### src/fdmd_pkg.sv
// Purpose: constants for the fractional dual-modulus feedback divider
// Assumes: 20 MHz system clock, 40-bit serial frequency word
// Notes: word is nine BCD digits then four control bits, first bit in = MSB
package fdmd_pkg;
	localparam int WORD_BITS = 40;
	localparam int FRAC_DIGITS = 5;
	localparam logic [3:0] TC_DIV10 = 4'h9;
	localparam logic [3:0] TC_DIV11 = 4'ha;
	localparam logic [3:0] SWALLOW_WIN = 4'ha;
	localparam logic [6:0] MAIN_RESTART = 7'h02;
	localparam logic [6:0] MAIN_LAST = 7'h01;
	localparam logic [9:0] BAND_HI_RATIO = 10'h226;
	localparam logic [9:0] FILTER_RATIO = 10'h195;
	localparam logic [39:0] RESET_WORD = 40'h5190000000;
	localparam logic [6:0] RST_MAIN = 7'h33;
	localparam logic [3:0] RST_UNITS = 4'h9;
	localparam int CLK_PERIOD_NS = 50;
	localparam int SAMPLE_NS = 300;
	localparam int SAMPLE_CYC = (SAMPLE_NS + CLK_PERIOD_NS - 1) / CLK_PERIOD_NS;
	localparam logic [3:0] BIAS_LAST = 4'(SAMPLE_CYC - 1);
	typedef enum logic [1:0] {
		SEQ_IDLE = 2'b00,
		SEQ_LATCH = 2'b01,
		SEQ_BIAS = 2'b10
	} fdmd_seq_t;
endpackage

### src/fdmd_frac_acc.sv
// Purpose: BCD phase accumulator for the fractional part
// Assumes: step is a one-cycle pulse once per division cycle
// Notes: carry out of the top decade requests one swallow
`timescale 1ns/1ps
module fdmd_frac_acc
	import fdmd_pkg::*;
#(
	parameter int DIGITS = FRAC_DIGITS
)
(
	input wire logic clk, // System clock
	input wire logic rst_n, // Sync reset, low
	input wire logic step, // Accumulate once
	input wire logic [4*DIGITS-1:0] frac, // Fraction digits
	output logic [4*DIGITS-1:0] phase_q, // Accumulated phase
	output logic carry_q // Swallow request pulse
);
	logic [DIGITS:0] cy;
	logic [4*DIGITS-1:0] phase_d;

	// Decimal add with ripple carry per digit
	assign cy[0] = 1'b0;
	genvar i;
	generate
		for (i = 0; i < DIGITS; i++)
		begin : g_dig
			logic [4:0] s;
			assign s = {1'b0, phase_q[4*i+:4]} + {1'b0, frac[4*i+:4]} + {4'h0, cy[i]};
			assign cy[i+1] = (s > 5'h09);
			assign phase_d[4*i+:4] = cy[i+1] ? 4'(s - 5'h0a) : s[3:0];
		end
	endgenerate

	always_ff @(posedge clk)
	begin
		if (!rst_n)
		begin
			phase_q <= '0;
			carry_q <= 1'b0;
		end
		else
		begin
			carry_q <= step & cy[DIGITS];
			if (step)
				phase_q <= phase_d;
		end
	end

	a_acc_wrap: assert property (@(posedge clk) disable iff (!rst_n)
		step && cy[DIGITS] |=> carry_q && phase_q == $past(phase_d))
		else $error("accumulator overflow lost");
endmodule

### src/fdmd_divider.sv
// Purpose: divide-by-N.F feedback divider with swallow and sequencer
// Assumes: oscillator and serial pins are asynchronous to clk
// Notes: oscillator pulses are counted after a two-flop synchroniser
`timescale 1ns/1ps
module fdmd_divider
	import fdmd_pkg::*;
(
	input wire logic clk, // 20 MHz clock
	input wire logic rst_n, // Sync reset, low
	input wire logic osc_in, // Oscillator pulses
	input wire logic ser_clk, // Serial bit clock
	input wire logic ser_data, // Serial data
	input wire logic strobe_n, // Word strobe, low
	output logic div_out, // Cycle end pulse
	output logic restart_n, // Cycle restart, low
	output logic units_terminal_pulse, // Units underflow
	output logic prescale_mod11, // Prescaler at 11
	output logic swallow, // Swallow period
	output logic bias, // Down-ramp bias
	output logic sample, // Loop sample
	output logic interpolator_latch_strobe, // Latch pulse
	output logic [19:0] phase_interpolator_control, // Phase digits
	output logic band_select, // Upper band
	output logic loop_filter, // Extra filter
	output logic [3:0] ctrl_bits // Control bits
);
	logic [2:0] osc_sq;
	logic [2:0] sclk_sq;
	logic [1:0] sdat_sq;
	logic [2:0] stb_sq;
	logic osc_edge;
	logic sclk_edge;
	logic stb_fall;
	logic [WORD_BITS-1:0] shift_q;
	logic [WORD_BITS-1:0] held_q;
	logic [6:0] main_ld;
	logic [9:0] ratio_ld;
	logic [3:0] units_ld;
	logic [3:0] pre_cnt_q;
	logic mod11_q;
	logic [6:0] main_q;
	logic [3:0] units_q;
	logic units_run_q;
	logic [3:0] per_idx_q;
	logic [3:0] per_idx_d;
	logic pending_q;
	logic swallow_q;
	logic restart_n_q;
	logic div_out_q;
	logic term_q;
	logic pre_pulse;
	logic cycle_end;
	logic unit_term;
	logic units_run_d;
	logic swallow_go;
	logic start_q;
	logic carry;
	logic [19:0] phase;
	logic [19:0] frac_q;
	fdmd_seq_t seq_q;
	logic [3:0] seq_cnt_q;
	logic bias_q;
	logic bias_lat_q;
	logic sample_q;
	logic latch_q;
	logic [19:0] pic_q;
	logic band_q;
	logic filt_q;
	logic [3:0] ctrl_q;

	// Pin synchronisers
	always_ff @(posedge clk)
	begin
		if (!rst_n)
		begin
			osc_sq <= 3'h0;
			sclk_sq <= 3'h0;
			sdat_sq <= 2'h0;
			stb_sq <= 3'h7;
		end
		else
		begin
			osc_sq <= {osc_sq[1:0], osc_in};
			sclk_sq <= {sclk_sq[1:0], ser_clk};
			sdat_sq <= {sdat_sq[0], ser_data};
			stb_sq <= {stb_sq[1:0], strobe_n};
		end
	end

	assign osc_edge = osc_sq[1] & ~osc_sq[2];
	assign sclk_edge = sclk_sq[1] & ~sclk_sq[2];
	assign stb_fall = ~stb_sq[1] & stb_sq[2];

	// shift forty bits, hold on strobe fall
	always_ff @(posedge clk)
	begin
		if (!rst_n)
		begin
			shift_q <= '0;
			held_q <= RESET_WORD;
		end
		else
		begin
			if (sclk_edge)
				shift_q <= {shift_q[WORD_BITS-2:0], sdat_sq[1]};
			if (stb_fall)
				held_q <= shift_q;
		end
	end

	// integer digits split from the held word
	assign main_ld = 7'(({3'h0, held_q[39:36]} * 7'h0a) + {3'h0, held_q[35:32]});
	assign units_ld = held_q[31:28];
	assign ratio_ld = 10'(({3'h0, main_ld} * 10'h00a) + {6'h00, units_ld});

	// prescaler period ends at 10 or 11 pulses
	assign pre_pulse = osc_edge && (pre_cnt_q == (mod11_q ? TC_DIV11 : TC_DIV10));
	// last main step closes the cycle
	assign cycle_end = pre_pulse && (main_q == MAIN_LAST);
	assign unit_term = pre_pulse && units_run_q && (units_q == 4'h1);

	// Next units state and period index
	always_comb
	begin
		units_run_d = units_run_q;
		per_idx_d = per_idx_q;
		if (cycle_end)
		begin
			units_run_d = (units_ld != 4'h0);
			per_idx_d = 4'h0;
		end
		else if (pre_pulse)
		begin
			units_run_d = units_run_q && (units_q != 4'h1);
			if (per_idx_q < SWALLOW_WIN)
				per_idx_d = per_idx_q + 4'h1;
		end
	end

	// swallow only in window, not during 11 or underflow
	// Window judged on the period just ended, so a request held at underflow still lands
	assign swallow_go = pre_pulse && pending_q && !units_run_d && !unit_term
		&& (per_idx_q < SWALLOW_WIN);

	// Oscillator pulse count within a prescaler period
	always_ff @(posedge clk)
	begin
		if (!rst_n)
			pre_cnt_q <= 4'h0;
		else if (pre_pulse)
			pre_cnt_q <= 4'h0;
		else if (osc_edge)
			pre_cnt_q <= pre_cnt_q + 4'h1;
	end

	// modulus: 11 while units run or for one swallow
	always_ff @(posedge clk)
	begin
		if (!rst_n)
		begin
			mod11_q <= 1'b1;
			swallow_q <= 1'b0;
		end
		else if (pre_pulse)
		begin
			mod11_q <= units_run_d | swallow_go;
			swallow_q <= swallow_go;
		end
	end

	// counters, preload only at cycle end
	always_ff @(posedge clk)
	begin
		if (!rst_n)
		begin
			main_q <= RST_MAIN;
			units_q <= RST_UNITS;
			units_run_q <= (RST_UNITS != 4'h0);
			per_idx_q <= 4'h0;
			frac_q <= RESET_WORD[27:8];
		end
		else
		begin
			units_run_q <= units_run_d;
			per_idx_q <= per_idx_d;
			if (cycle_end)
			begin
				main_q <= main_ld;
				units_q <= units_ld;
				frac_q <= held_q[27:8];
			end
			else if (pre_pulse)
			begin
				main_q <= main_q - 7'h01;
				if (units_run_q)
					units_q <= units_q - 4'h1;
			end
		end
	end

	// pending swallow, a new request wins over the take
	always_ff @(posedge clk)
	begin
		if (!rst_n)
			pending_q <= 1'b0;
		else
			pending_q <= carry | (pending_q & ~swallow_go);
	end

	// restart goes low for the final main step
	always_ff @(posedge clk)
	begin
		if (!rst_n)
		begin
			restart_n_q <= 1'b1;
			start_q <= 1'b0;
		end
		else
		begin
			start_q <= pre_pulse && (main_q == MAIN_RESTART);
			if (pre_pulse && (main_q == MAIN_RESTART))
				restart_n_q <= 1'b0;
			else if (cycle_end)
				restart_n_q <= 1'b1;
		end
	end

	// output pulse and units terminal pulse
	always_ff @(posedge clk)
	begin
		if (!rst_n)
		begin
			div_out_q <= 1'b0;
			term_q <= 1'b0;
		end
		else
		begin
			div_out_q <= cycle_end;
			term_q <= unit_term;
		end
	end

	fdmd_frac_acc #(
		.DIGITS(FRAC_DIGITS)
	) u_acc (
		.clk(clk),
		.rst_n(rst_n),
		.step(start_q),
		.frac(frac_q),
		.phase_q(phase),
		.carry_q(carry)
	);

	// sequencer started by restart: latch, then bias
	always_ff @(posedge clk)
	begin
		if (!rst_n)
		begin
			seq_q <= SEQ_IDLE;
			seq_cnt_q <= 4'h0;
		end
		else
		begin
			case (seq_q)
				SEQ_IDLE:
				begin
					if (start_q)
						seq_q <= SEQ_LATCH;
				end
				SEQ_LATCH:
				begin
					seq_q <= SEQ_BIAS;
					seq_cnt_q <= 4'h0;
				end
				SEQ_BIAS:
				begin
					seq_cnt_q <= seq_cnt_q + 4'h1;
					if (seq_cnt_q == BIAS_LAST)
						seq_q <= SEQ_IDLE;
				end
				default:
					seq_q <= SEQ_IDLE;
			endcase
		end
	end

	// bias, latched copy, then sample flop
	always_ff @(posedge clk)
	begin
		if (!rst_n)
		begin
			bias_q <= 1'b0;
			bias_lat_q <= 1'b0;
			sample_q <= 1'b0;
			latch_q <= 1'b0;
			pic_q <= '0;
		end
		else
		begin
			bias_q <= (seq_q == SEQ_BIAS);
			bias_lat_q <= bias_q;
			sample_q <= bias_lat_q;
			latch_q <= (seq_q == SEQ_LATCH);
			if (seq_q == SEQ_LATCH)
				pic_q <= phase;
		end
	end

	// band, filter and control bits at preload
	always_ff @(posedge clk)
	begin
		if (!rst_n)
		begin
			band_q <= 1'b0;
			filt_q <= 1'b1;
			ctrl_q <= RESET_WORD[3:0];
		end
		else if (cycle_end)
		begin
			band_q <= (ratio_ld >= BAND_HI_RATIO);
			filt_q <= (ratio_ld >= FILTER_RATIO);
			ctrl_q <= held_q[3:0];
		end
	end

	// Outputs straight from flops
	assign div_out = div_out_q;
	assign restart_n = restart_n_q;
	assign units_terminal_pulse = term_q;
	assign prescale_mod11 = mod11_q;
	assign swallow = swallow_q;
	assign bias = bias_q;
	assign sample = sample_q;
	assign interpolator_latch_strobe = latch_q;
	assign phase_interpolator_control = pic_q;
	assign band_select = band_q;
	assign loop_filter = filt_q;
	assign ctrl_bits = ctrl_q;

	a_reset_state: assert property (@(posedge clk) disable iff (!rst_n)
		$rose(rst_n) |-> mod11_q && !pending_q && main_q == RST_MAIN)
		else $error("reset state wrong");
	a_start_div11: assert property (@(posedge clk) disable iff (!rst_n)
		cycle_end && units_ld != 4'h0 |=> mod11_q && main_q == $past(main_ld))
		else $error("cycle did not start at 11");
	a_units_step: assert property (@(posedge clk) disable iff (!rst_n)
		pre_pulse && !cycle_end && units_run_q |=> units_q == 4'($past(units_q) - 4'h1))
		else $error("units counter missed a step");
	a_term_div10: assert property (@(posedge clk) disable iff (!rst_n)
		unit_term && !cycle_end |=> term_q && !mod11_q && !units_run_q)
		else $error("underflow did not switch to 10");
	a_restart_low: assert property (@(posedge clk) disable iff (!rst_n)
		pre_pulse && main_q == MAIN_RESTART |=> !restart_n_q && start_q)
		else $error("restart not issued at two");
	a_swallow_one: assert property (@(posedge clk) disable iff (!rst_n)
		swallow_go |=> mod11_q && swallow_q && pre_cnt_q == 4'h0)
		else $error("swallow period not 11");
	a_pend_hold: assert property (@(posedge clk) disable iff (!rst_n)
		unit_term && pending_q |=> pending_q && !swallow_q)
		else $error("pending swallow lost at underflow");
	a_sample_follow: assert property (@(posedge clk) disable iff (!rst_n)
		$rose(bias_q) |-> ##2 sample_q)
		else $error("sample did not follow bias");
endmodule

### config.mk
export PLATFORM = sky130hd
export DESIGN_NAME = fdmd_divider
export DESIGN_NICKNAME = d
export VERILOG_FILES = /design/src/fdmd_pkg.sv /design/src/fdmd_frac_acc.sv /design/src/fdmd_divider.sv
export SDC_FILE = /design/constraint.sdc
export NUM_CORES = 1
export LEC_CHECK = 0
export ABC_AREA = 0
export BUFFER_PORTS_ARGS = -buffer_cell sky130_fd_sc_hd__buf_2
export CAP_MARGIN = 10
export CORE_ASPECT_RATIO = 0.9
export CORE_MARGIN = 1.5
export CORE_UTILIZATION = 50
export DETAILED_ROUTE_END_ITERATION = 8
export GPL_TIMING_DRIVEN = 0
export PLACE_DENSITY = 0.7
export REMOVE_ABC_BUFFERS = 1
export SLEW_MARGIN = 20
export SYNTH_ARGS = -nofsm -noshare
export SYNTH_HDL_FRONTEND = slang
export SYNTH_SLANG_ARGS = --single-unit
export TNS_END_PERCENT = 10
### constraint.sdc
create_clock -name clk -period 8.68 [get_ports clk]
set_clock_uncertainty 0.05 [all_clocks]
set_input_delay 1.736 -clock clk [delete_from_list [all_inputs] [get_ports clk]]
set_output_delay 1.736 -clock clk [all_outputs]
set_load 0.005 [all_outputs]
# Yosys cells after proc, flatten, opt, wreduce, memory -nomap -nowiden
# Index checks and enable logic that the tools add are counted.
# Widths: inputs -> output; s select.
dict set report word_totals {
  rom_bits 0
  output_inout_bits 34
  latch_bits 0
  mem_bits_rw 0
  word_cells 126
  reg_bits 195
  n_memories 0
  in_bits 6
}
dict set report op_classes {
  add_sub_neg 21
  n_lt_le_gt_ge 8
  mux 19
  shift 0
  bitwise 12
  mul 2
  n_eq_ne 10
  reduce_logical 23
  div_mod_pow 0
}
# operator count
set ops {}
lappend ops {{$mux 4} 8}
lappend ops {{$add 4x4->5} 5}
lappend ops {{$gt 5x4->1 const B} 5}
lappend ops {{$add 5x1->5} 4}
lappend ops {{$sub 4x4->4 const B} 5}
lappend ops {{$mux 7} 2}
lappend ops {{$add 4x1->4 const B} 3}
lappend ops {{$add 10x4->10} 1}
lappend ops {{$ge 10x10->1 const B} 1}
lappend ops {{$ge 10x9->1 const B} 1}
lappend ops {{$logic_and 1x1->1} 10}
lappend ops {{$mul 7x3->9 const B} 1}
lappend ops {{$pmux 4 s2} 1}
lappend ops {{$reduce_bool 2->1} 4}
lappend ops {{$add 7x4->7} 1}
lappend ops {{$eq 7x1->1 const B} 1}
lappend ops {{$eq 7x2->1 const B} 1}
lappend ops {{$sub 7x1->7 const B} 1}
lappend ops {{$mul 4x3->6 const B} 1}
lappend ops {{$mux 2} 3}
lappend ops {{$pmux 2 s3} 1}
lappend ops {{$reduce_and 2->1} 3}
lappend ops {{$and 1x1->1} 5}
lappend ops {{$not 1->1} 5}
lappend ops {{15 further kinds} 22}

# Logic depth before layout (Yosys ltp)
# Gate-level depths: netlist of run 1.
dict set report logic_depth {
  ltp_word 12
  depth_mapped 38
  mapped_depth_nobuf 38
}

# Hierarchy
# A second synthesis of run 1 with hierarchy kept.
dict set report hier_totals {
  hier_cells 1008
  area_unflattened_um2 9135.0
}
# mod area_per_inst_um2 instances cells_each seq_area_each_um2
set modules_own_cells {}
lappend modules_own_cells {fdmd_divider 7219.4 1 788 3403.3}
lappend modules_own_cells {fdmd_frac_acc 1915.6 1 220 420.4}

# Worst setup path after synthesis of run 1
# OpenSTA, ideal clock, no wires.
dict set report synth_timing {
  path_type {flip-flop to flip-flop}
  from {register u_acc.phase_q[0]}
  to {register u_acc.phase_q[18]}
  path_stages_with_launch 37
  period_less_slack_ns 8.475
  setup_ns 0.075
  required_ns 8.555
  path_buffers 0
  slack_ns 0.205
  arrival_time_ns 8.350
  cell_sequence {dfxtp_1 -> ha_1 -> inv_1 -> fa_1 -> xor2_1 -> ha_1 -> a21boi_0 -> a21boi_0 -> fa_1 -> inv_1 -> fa_1 -> xnor2_1 -> ha_1 -> a21boi_0 -> o41a_1 -> fa_1 -> inv_1 -> fa_1 -> inv_1 -> ha_1 -> a21boi_0 -> o41a_1 -> fa_1 -> inv_1 -> fa_1 -> inv_1 -> ha_1 -> a21boi_0 -> o41a_1 -> fa_1 -> inv_1 -> fa_1 -> xnor2_1 -> ha_1 -> o41a_1 -> mux2_2 -> o21ai_0}
}
dict set report synth_via {
  elab_chain_cells 11
  word_cells_on_any_way 12
  classes_between {add/sub (6); order compare (5); mux (1)}
}
# item line
set synth_lines {}
lappend synth_lines {{start: declaration} fdmd_frac_acc.sv:15} ;# output logic [4*DIGITS-1:0] phase_q,
lappend synth_lines {{start signal: assignment} fdmd_frac_acc.sv:45} ;# phase_q <= phase_d;
lappend synth_lines {{$add 4x4->5 (*)} fdmd_frac_acc.sv:28} ;# assign s = {1'b0, phase_q[4*i+:4]} + {1'b0, frac[4*i+:4]} + {4'h0, cy[i]};
lappend synth_lines {{$gt 5x4->1 (*)} fdmd_frac_acc.sv:29} ;# assign cy[i+1] = (s > 5'h09);
lappend synth_lines {{$add 5x1->5 (*)} fdmd_frac_acc.sv:28}
lappend synth_lines {{$gt 5x4->1 (*)} fdmd_frac_acc.sv:29}
lappend synth_lines {{$add 5x1->5 (*)} fdmd_frac_acc.sv:28}
lappend synth_lines {{$gt 5x4->1 (*)} fdmd_frac_acc.sv:29}
lappend synth_lines {{$add 5x1->5 (*)} fdmd_frac_acc.sv:28}
lappend synth_lines {{$gt 5x4->1 (*)} fdmd_frac_acc.sv:29}
lappend synth_lines {{$add 5x1->5 (*)} fdmd_frac_acc.sv:28}
lappend synth_lines {{$sub 4x4->4 or $gt 5x4->1 (tied branches)} {fdmd_frac_acc.sv:30, fdmd_frac_acc.sv:29}}
lappend synth_lines {{$mux 4 (*)} fdmd_frac_acc.sv:30} ;# assign phase_d[4*i+:4] = cy[i+1] ? 4'(s - 5'h0a) : s[3:0];
# Every way passes the cells marked *; elsewhere a longest branch is shown, timed or not.
# A chain may end at the register's enable or synchronous reset.

# Worst setup path after layout of run 1
# Same ends and word-level chain as after synthesis.

==> results of run 1 <==
-- layout make-up --
| cell class | count | area [um2] |
|---|---|---|
| clock buffers | 18 | 439 |
| clock inverters | 14 | 146 |
| fillers | 1536 | 7070 |
| inverters | 48 | 185 |
| multi-input cells | 709 | 4660 |
| flip-flops and latches | 191 | 3830 |
| well taps | 235 | 294 |
| repair buffers | 51 | 385 |
-- state kept, by name, summed over array words and instances, names as in the netlist, 4 cells and up --
signal,flops
ctrl_bits,4
frac_q,20
held_q,36
main_q,7
per_idx_q,4
phase_interpolator_control,20
pre_cnt_q,4
seq_cnt_q,4
shift_q,40
u_acc.phase_q,20
units_q,4
-- cells in the mapped netlist (3+ instances only) --
cell type  count  area [um2]
o211ai_1       5        37.5
and2_1        12        75.1
inv_1         46         173
or3_1          4        25.0
a211oi_1       5        37.5
nand4_1        4        25.0
a21o_1         4        30.0
a31oi_1        3        18.8
o21ai_1        3        15.0
nand3_1       12        60.1
o21a_1         3        22.5
o22ai_1        5        31.3
nand3b_1      12        90.1
mux2i_1       23         230
mux2_2         5        56.3
a21oi_1       97         485
o21ai_0       38         190
nor2_1        69         259
dfxtp_1      191        3820
clkbuf_1      38         143
nor3_1         9        45.0
and3_1         3        18.8
fa_1          13         260
nor2b_1       11        68.8
a22o_1        19         166
nor3b_1       12        90.1
nand2b_1       9        56.3
ha_1          56         701
nand2_1      195         732
a21boi_0      10        75.1
o41a_1         4        45.0
xor2_1         8        70.1
buf_1          8        30.0
a311oi_1       4        35.0
xnor2_1       18         158
-- critical path: cells and delay by family, from the launching register on --
family	cells	cell delay, ns
AO/OA/AOI/OAI	10	1.87
multiplexers	1	0.34
AND/OR/NAND/NOR	1	0.06
flip-flops	1	0.36
adder cells (fa/ha/maj)	15	4.53
buffers and inverters	8	0.66
XOR/XNOR	2	0.39
-- power breakdown --
part           switching, W  internal [W]
clock              0.000360      0.000413
sequential       0.00000269      0.000879
combinational     0.0000611     0.0000367
total              0.000424       0.00133
-- cells in the final DEF (no fill, tap or decap), types with 12 or more instances in the layout --
master     count
clkbuf_16     17
and2_1        12
inv_1         43
nand2_1      195
nand3b_1      12
ha_1          51
o21ai_0       38
a21oi_1       97
mux2i_1       23
a22o_1        19
xnor2_1       14
buf_2         39
nor2_1        68
dfxtp_1      189
nand3_1       12
-- cells by family after synthesis --
group / count (synthesis)
and+or+nand+nor: 362
AOI/OAI and AO/OA: 223
DFF: 191
buffers and inverters: 99
adders and majority gates: 69
muxes: 28
xor gates and xnor gates: 27
-- timing repair --
| item | 4_1_cts | 5_1_grt |
|---|---|---|
| buffers inserted | 5 | 1 |
| pin swaps | 6 | 5 |
| gates resized for setup | 14 | 18 |
| endpoints found under the setup margin | 4 | 4 |
-- worst paths after layout --
kind / from / endpoint / cells after the start
worst max register to register: u_acc.phase_q[0] / u_acc.phase_q[18] / 37
worst min-delay path: stb_sq[0] / stb_sq[1] / 1
worst min register to register: stb_sq[0] / stb_sq[1] / 1
worst max-delay path: u_acc.phase_q[0] / u_acc.phase_q[18] / 37
-- layer usage --
metal / share of wire / vias up / GRT usage
li1: - / 3439 / -
met1: 0.49 / 3122 / 0.264
met2: 0.46 / 117 / 0.317
met3: 0.041 / 14 / 0.0450
met4: 0.012 / 0 / 0.0625
met5: 0 / - / 0
-- stage by stage --
stage | power, W | utilization
6_report | 0.00175 | 0.584
5_1_grt | 0.00182 | 0.584
4_1_cts | 0.00177 | 0.580
3_5_place_dp | 0.00100 | 0.541
3_3_place_gp | 0.000991 | 0.531
2_1_floorplan | 0.000969 | -
==> flow_metrics.env, run 1 <==
export IMPL_tns_ns=0
export IMPL_grt_pass1_vias=6281
export IMPL_place_inst=1228
export IMPL_layout_setup_ws_ns=0.330
export IMPL_dr_pass1_iters=5
export IMPL_die_w_um=142
export IMPL_die_area_mm2=0.0183
export IMPL_power_density_mw_per_mm2=176
export IMPL_synth_cells=999
export IMPL_synth_seq_cells=191
export IMPL_place_ws_ns=-0.788
export IMPL_cts_max_level=4
export IMPL_final_area_mm2=0.00994
export IMPL_cts_tree="done"
export IMPL_cts_made_buffers=17
export IMPL_crit_type="reg2reg"
export IMPL_die_y_um=128
export IMPL_drcViolationCount=0
export IMPL_synth_distinct_cells=65
export IMPL_fin_cells=1266
export IMPL_synth_edf_count=0
export IMPL_cp_max_fo=4
export IMPL_crit_arrival_ns=8.65
export IMPL_grt_max_degree=83
export IMPL_antenna_left=0
export IMPL_clk_latency_ns=0.44
export IMPL_drive_gt1_frac=0.126
export IMPL_grt_use_total=0.197
export IMPL_cp_common_cell="fa_2"
export IMPL_rrSetupSlack_ns=0.33
export IMPL_area_delta_synth_final_pct=13.6
export IMPL_num_rows=45
export IMPL_ir_drop_v=0.000163
export IMPL_hold_path_class="reg2reg"
export IMPL_period_needed_ns=8.35
export IMPL_whs_ns=0.359
export IMPL_clock_sinks=191
export IMPL_post_drt_wl_per_cell_um=13.5
export IMPL_max_cap_violations=0
export IMPL_synth_mux_area_frac=0.0328
export IMPL_p_leak_nw=3.78
export IMPL_finalHoldViolations=0
export IMPL_crit_slowest_cell="fa_2"
export IMPL_gp_congestion=0.812
export IMPL_status="complete, no violations"
export IMPL_cts_hold_buf=0
export IMPL_period_share=0.962
export IMPL_slew_headroom=0.371
export IMPL_place_area_mm2=0.00920
export IMPL_clockBufferDepth=2
export IMPL_synth_area_per_cell_um2=8.76
export IMPL_synthSimpleGateAreaFrac=0.186
export IMPL_core_area_mm2=0.0170
export IMPL_clk_transition_reported_paths_ns=0.08
export IMPL_initial_core_util=0.514
export IMPL_clock_root_buffer="clkbuf_16"
export IMPL_overflow=0
export IMPL_synth_xor_area_share=0.0288
export IMPL_synth_top_family_by_area="simple AND/OR/NAND/NOR gates"
export IMPL_vias=6692
export IMPL_grt_pass1_wl_um=29300
export IMPL_diodes=0
export IMPL_max_stage_delay_ns=0.45
export IMPL_antenna_found_initial=0
export IMPL_ys_flop_type="dfxtp_1"
export IMPL_vias_per_cell=5.29
export IMPL_synthAdderAreaFrac=0.110
export IMPL_synth_compound_area_frac=0.161
export IMPL_async_flop_share=0
export IMPL_finalSetupViolations=0
export IMPL_port_buffers=39
export IMPL_cp_start_kind="flip-flop"
export IMPL_fmax_mhz=120
export IMPL_required_ns=8.98
export IMPL_place_hpwl_um=11100
export IMPL_seq_area_frac_synth=0.437
export IMPL_drt_initial_drc_count=372
export IMPL_end_kind="flip-flop"
export IMPL_finalMaxSlewViolations=0
export IMPL_routed_wl_um=17000
export IMPL_worstMarginPinSlew_ns=0.944
export IMPL_nets=1093
export IMPL_ioPinCount=40
export IMPL_yosys_warnings=0
export IMPL_synth_cell_area_mm2=0.00875
Power figures use the tool's default switching activity.
==> run 2: changes to the inputs <==
- CTS_BUF_LIST: unset -> sky130_fd_sc_hd__clkbuf_8
==> run 2 against run 1 <==
Effect of this change: flip-flop and latch count did not move; register-to-register slack got worse by 0.10 ns; die area did not move; count of clock-buffer cells in the layout did not move; critical path type unchanged; first-iteration DRC count rose by 18%; final cell count barely moved.
==> flow_metrics.env, run 2 (synthesis gave the netlist of run 1 again) <==
export IMPL_grt_max_degree=83
export IMPL_drcViolationCount=0
export IMPL_rr_endpoint="u_acc.phase_q[17]"
export IMPL_p_leak_nw=3.69
export IMPL_diodes=0
export IMPL_dr_pass1_iters=5
export IMPL_r2r_start="u_acc.phase_q[0]"
export IMPL_top_register="shift_q"
export IMPL_antenna_found_initial=0
export IMPL_hold_depth=1
export IMPL_ir_drop_v=0.000124
export IMPL_place_hpwl_um=11100
export IMPL_rrSetupSlack_ns=0.23
export IMPL_nets=1094
export IMPL_period_needed_ns=8.45
export IMPL_die_w_um=142
export IMPL_overflow=0
export IMPL_layout_setup_ws_ns=0.230
export IMPL_drt_initial_drc_count=440
export IMPL_initial_core_util=0.514
export IMPL_finalMaxSlewViolations=0
export IMPL_vias=6705
export IMPL_routed_wl_um=16700
export IMPL_required_ns=8.97
export IMPL_setup_worst_path_start="u_acc.phase_q[0]"
export IMPL_cp_common_cell="fa_2"
export IMPL_area_delta_synth_final_pct=11.7
export IMPL_max_stage_delay_ns=0.54
export IMPL_finalHoldViolations=0
export IMPL_cp_start_kind="flip-flop"
export IMPL_vias_per_cell=5.29
export IMPL_antenna_left=0
export IMPL_clk_transition_reported_paths_ns=0.10
export IMPL_cts_tree="done"
export IMPL_core_area_mm2=0.0170
export IMPL_clock_root_buffer="clkbuf_8"
export IMPL_cts_max_level=4
export IMPL_slew_headroom=0.371
export IMPL_grt_pass1_wl_um=29100
export IMPL_utilization=0.574
export IMPL_num_rows=45
export IMPL_worstMarginPinSlew_ns=0.944
export IMPL_status="complete, no violations"
export IMPL_clock_sinks=191
export IMPL_fmax_mhz=118
export IMPL_seq_area_mm2=0.00383
export IMPL_die_y_um=128
export IMPL_end_kind="flip-flop"
export IMPL_gp_congestion=0.812
export IMPL_cts_hold_buf=0
export IMPL_die_area_mm2=0.0183
export IMPL_power_density_mw_per_mm2=159
export IMPL_hold_path_class="reg2reg"
export IMPL_crit_slowest_cell="fa_2"
export IMPL_layout_commonest_cell="nand2_1"
export IMPL_port_buffers=39
export IMPL_post_drt_wl_per_cell_um=13.2
export IMPL_clk_latency_ns=0.47
export IMPL_crit_arrival_ns=8.74
export IMPL_multi_input_area_mm2=0.00467
export IMPL_grt_use_total=0.194
export IMPL_grt_pass1_vias=6321
export IMPL_cts_made_buffers=17
export IMPL_period_share=0.973
export IMPL_top_regs="shift_q (40), held_q (36)"
export IMPL_layout_common_cells="nand2_1 (195), dfxtp_1 (188), a21oi_1 (97), nor2_1 (68), ha_1 (50)"
export IMPL_drive_gt1_frac=0.131
export IMPL_place_ws_ns=-0.788
export IMPL_ioPinCount=40
export IMPL_cp_max_fo=4
export IMPL_finalSetupViolations=0
export IMPL_clockBufferDepth=2
export IMPL_r2r_cells=38
export IMPL_max_cap_violations=0
export IMPL_crit_end="u_acc.phase_q[17]"
export IMPL_largest_reg_flops=40
export IMPL_crit_type="reg2reg"
export IMPL_n_fill_cell=1556
export IMPL_grt_setup_unrepaired="true"
## run 2: cell types whose count changed in the layout (fill, tap and decap cells not counted), sizes merged
cell  change
buf       +1
## run 2: worst min path at each step
stage | endpoint | slack (ns) | from
floorplan | stb_sq[1] | 0.34 | stb_sq[0]
global placement | stb_sq[1] | 0.34 | stb_sq[0]
detailed placement | stb_sq[1] | 0.34 | stb_sq[0]
CTS | stb_sq[1] | 0.37 | stb_sq[0]
global route | stb_sq[1] | 0.38 | stb_sq[0]
finish | stb_sq[1] | 0.37 | stb_sq[0]
## run 2: layout make-up
cell class              count  share of cell area
clock buffers              18              0.0254
clock inverters            14              0.0150
repair buffers             52              0.0402
well taps                 235              0.0301
multi-input cells         709               0.479
inverters                  48              0.0190
flip-flops and latches    191               0.392
## run 2: power breakdown
part	internal (W)	switching, W
Sequential	0.000879	0.00000266
Clock	0.000245	0.000332
Combinational	0.0000367	0.0000610
Total	0.00116	0.000395
## run 2: per-stage QoR
step	total power, W	hold slack (ns)	std cells	cell area [um2]	setup TNS [ns]
3_5_place_dp	0.00100	0.343	1228	9200	-2.61
5_1_grt	0.00162	0.375	1267	9770	-0.405
4_1_cts	0.00158	0.369	1265	9670	0
6_report	0.00156	0.365	1267	9770	0
2_1_floorplan	0.000969	0.336	948	8540	0
3_3_place_gp	0.000991	0.343	1222	9020	-1.92
## run 2: worst max-delay path: cells and delay by family (launching register included)
kind | cells | cell delay, ns
fa+ha+maj | 15 | 4.60
flops | 1 | 0.37
compound gates | 10 | 1.91
simple gates | 1 | 0.09
buf+inv | 9 | 0.75
xor+xnor | 3 | 0.54
## run 2: metal layers
metal  vias to the layer above  wire, um  track usage
li1                       3438         -            -
met1                      3163      8410        0.257
met2                        86      7610        0.321
met3                        18       488       0.0406
met4                         0       208       0.0558
met5                         -         0            0
## run 2: timing repair
| item | 4_1_cts | 5_1_grt |
|---|---|---|
| setup buffers | 5 | 2 |
| gates resized for setup | 13 | 24 |
| endpoints found under the setup margin | 4 | 4 |
| pin swaps | 6 | 7 |
==> run 3: changes to the inputs <==
- PLACE_DENSITY: 0.7 -> 0.67
- clock period: 8.68 -> 10.29 ns (I/O delays scaled with it)
==> run 3 against run 2 <==
Effect of this change: combinational power down 15%; utilization shrank 0.77 points; via count down 1.4%; clock power fell by 9.4%; wire length is 0.10% lower; global-route usage increased by 0.16 points; worst setup slack gained 0.74 ns; sequential share of layout area increased by 0.51 points; non-clock buffer count is 7 lower; maximum frequency decreased by 9.4%; critical endpoint is now u_acc.phase_q[18]; largest power group unchanged; highest routed layer unchanged.
==> flow_metrics.env, run 3 (synthesis gave the netlist of run 1 again) <==
export IMPL_cts_resized=0
export IMPL_die_y_um=128
export IMPL_power_density_mw_per_mm2=140
export IMPL_hold_depth=1
export IMPL_initial_core_util=0.514
export IMPL_layout_common_cells="nand2_1 (195), dfxtp_1 (190), a21oi_1 (97), nor2_1 (68), ha_1 (55)"
export IMPL_top_regs="shift_q (40), held_q (36)"
export IMPL_postCtsSetupBuffers=0
export IMPL_largest_reg_flops=40
export IMPL_cp_start_kind="flip-flop"
export IMPL_crit_arrival_ns=9.66
export IMPL_core_area_mm2=0.0170
export IMPL_clock_sinks=191
export IMPL_nets=1087
export IMPL_grt_max_degree=83
export IMPL_drcViolationCount=0
export IMPL_worstMarginPinSlew_ns=0.957
export IMPL_diodes=0
export IMPL_p_leak_nw=3.68
export IMPL_hold_path_class="reg2reg"
export IMPL_vias_per_cell=5.25
export IMPL_post_drt_wl_per_cell_um=13.3
export IMPL_slew_headroom=0.362
export IMPL_clock_root_buffer="clkbuf_8"
export IMPL_num_rows=45
export IMPL_cp_max_fo=4
export IMPL_cts_tree="done"
export IMPL_finalMaxSlewViolations=0
export IMPL_end_kind="flip-flop"
export IMPL_overflow=0
export IMPL_die_area_mm2=0.0183
export IMPL_clk_latency_ns=0.46
export IMPL_routed_wl_um=16700
export IMPL_cp_common_cell="fa_1"
export IMPL_grt_use_total=0.196
export IMPL_top_register="shift_q"
export IMPL_drive_gt1_frac=0.0976
export IMPL_grt_pass1_vias=6207
export IMPL_cts_max_level=4
export IMPL_period_needed_ns=9.32
export IMPL_crit_type="reg2reg"
export IMPL_ir_drop_v=0.000123
export IMPL_gp_congestion=0.802
export IMPL_vias=6612
export IMPL_finalSetupViolations=0
export IMPL_cts_made_buffers=17
export IMPL_fmax_mhz=107
export IMPL_ioPinCount=40
export IMPL_grt_setup_unrepaired="false"
export IMPL_status="complete, no violations"
export IMPL_area_delta_synth_final_pct=10.2
export IMPL_crit_slowest_cell="o41a_1"
export IMPL_cts_hold_buf=0
export IMPL_r2r_cells=36
export IMPL_clockBufferDepth=2
export IMPL_antenna_found_initial=0
export IMPL_crit_buf_inv=5
export IMPL_path_depth=36
export IMPL_power_total_w=0.00135
export IMPL_required_ns=10.63
export IMPL_max_cap_violations=0
export IMPL_layout_commonest_cell="nand2_1"
export IMPL_grt_pass1_wl_um=29200
export IMPL_dr_pass1_iters=7
export IMPL_die_w_um=142
export IMPL_n_fill_cell=1588
export IMPL_max_stage_delay_ns=0.50
export IMPL_cp_top_family="adder cells"
export IMPL_finalHoldViolations=0
export IMPL_tns_ns=0
export IMPL_drt_initial_drc_count=361
export IMPL_period_share=0.906
export IMPL_place_hpwl_um=11400
export IMPL_port_buffers=39
export IMPL_clk_transition_reported_paths_ns=0.11
export IMPL_antenna_left=0
run 3: per-stage QoR:
stage | hold slack [ns] | worst slack, ns | area (um2) | std cells | utilization
2_1_floorplan | 0.336 | 1.81 | 8540 | 948 | -
3_3_place_gp | 0.340 | 1.04 | 9020 | 1222 | 0.531
3_5_place_dp | 0.348 | 0.758 | 9200 | 1228 | 0.541
4_1_cts | 0.377 | 0.722 | 9630 | 1260 | 0.566
5_1_grt | 0.392 | 0.0879 | 9640 | 1260 | 0.567
6_report | 0.372 | 0.969 | 9640 | 1260 | 0.567
run 3: final cells by class:
class	count	area, um2	share of cell area
Timing Repair Buffer	45	337	0.0349
Tap cell	235	294	0.0305
Clock inverter	15	198	0.0205
Clock buffer	17	234	0.0243
Sequential cell	191	3820	0.397
Inverter	48	185	0.0192
Multi-Input combinational cell	709	4560	0.474
run 3: path summary, 6_finish.rpt:
check | startpoint | endpoint | slack, ns
setup reg to reg | u_acc.phase_q[0] | u_acc.phase_q[18] | 0.97
hold reg to reg | stb_sq[0] | stb_sq[1] | 0.37
setup / recovery | u_acc.phase_q[0] | u_acc.phase_q[18] | 0.97
hold / removal | stb_sq[0] | stb_sq[1] | 0.37
run 3: worst reg2reg max path: cells and delay by family (launching register included):
| family | cells | cell delay, ns |
|---|---|---|
| XOR/XNOR | 5 | 1.37 |
| adder cells (fa/ha/maj) | 15 | 4.42 |
| flip-flops | 1 | 0.39 |
| buffers and inverters | 5 | 0.29 |
| AO/OA/AOI/OAI | 10 | 2.47 |
| multiplexers | 1 | 0.29 |
run 3: routing by layer:
| layer | global-route usage | wire length [um] |
|---|---|---|
| met2 | 0.320 | 7360 |
| met5 | 0 | 0 |
| met1 | 0.266 | 8680 |
| met4 | 0.0485 | 162 |
| met3 | 0.0402 | 505 |
run 3: where the power goes:
group          switching (W)  internal, W
registers         0.00000236     0.000742
clock network       0.000292     0.000230
logic              0.0000524    0.0000307
total               0.000347      0.00100
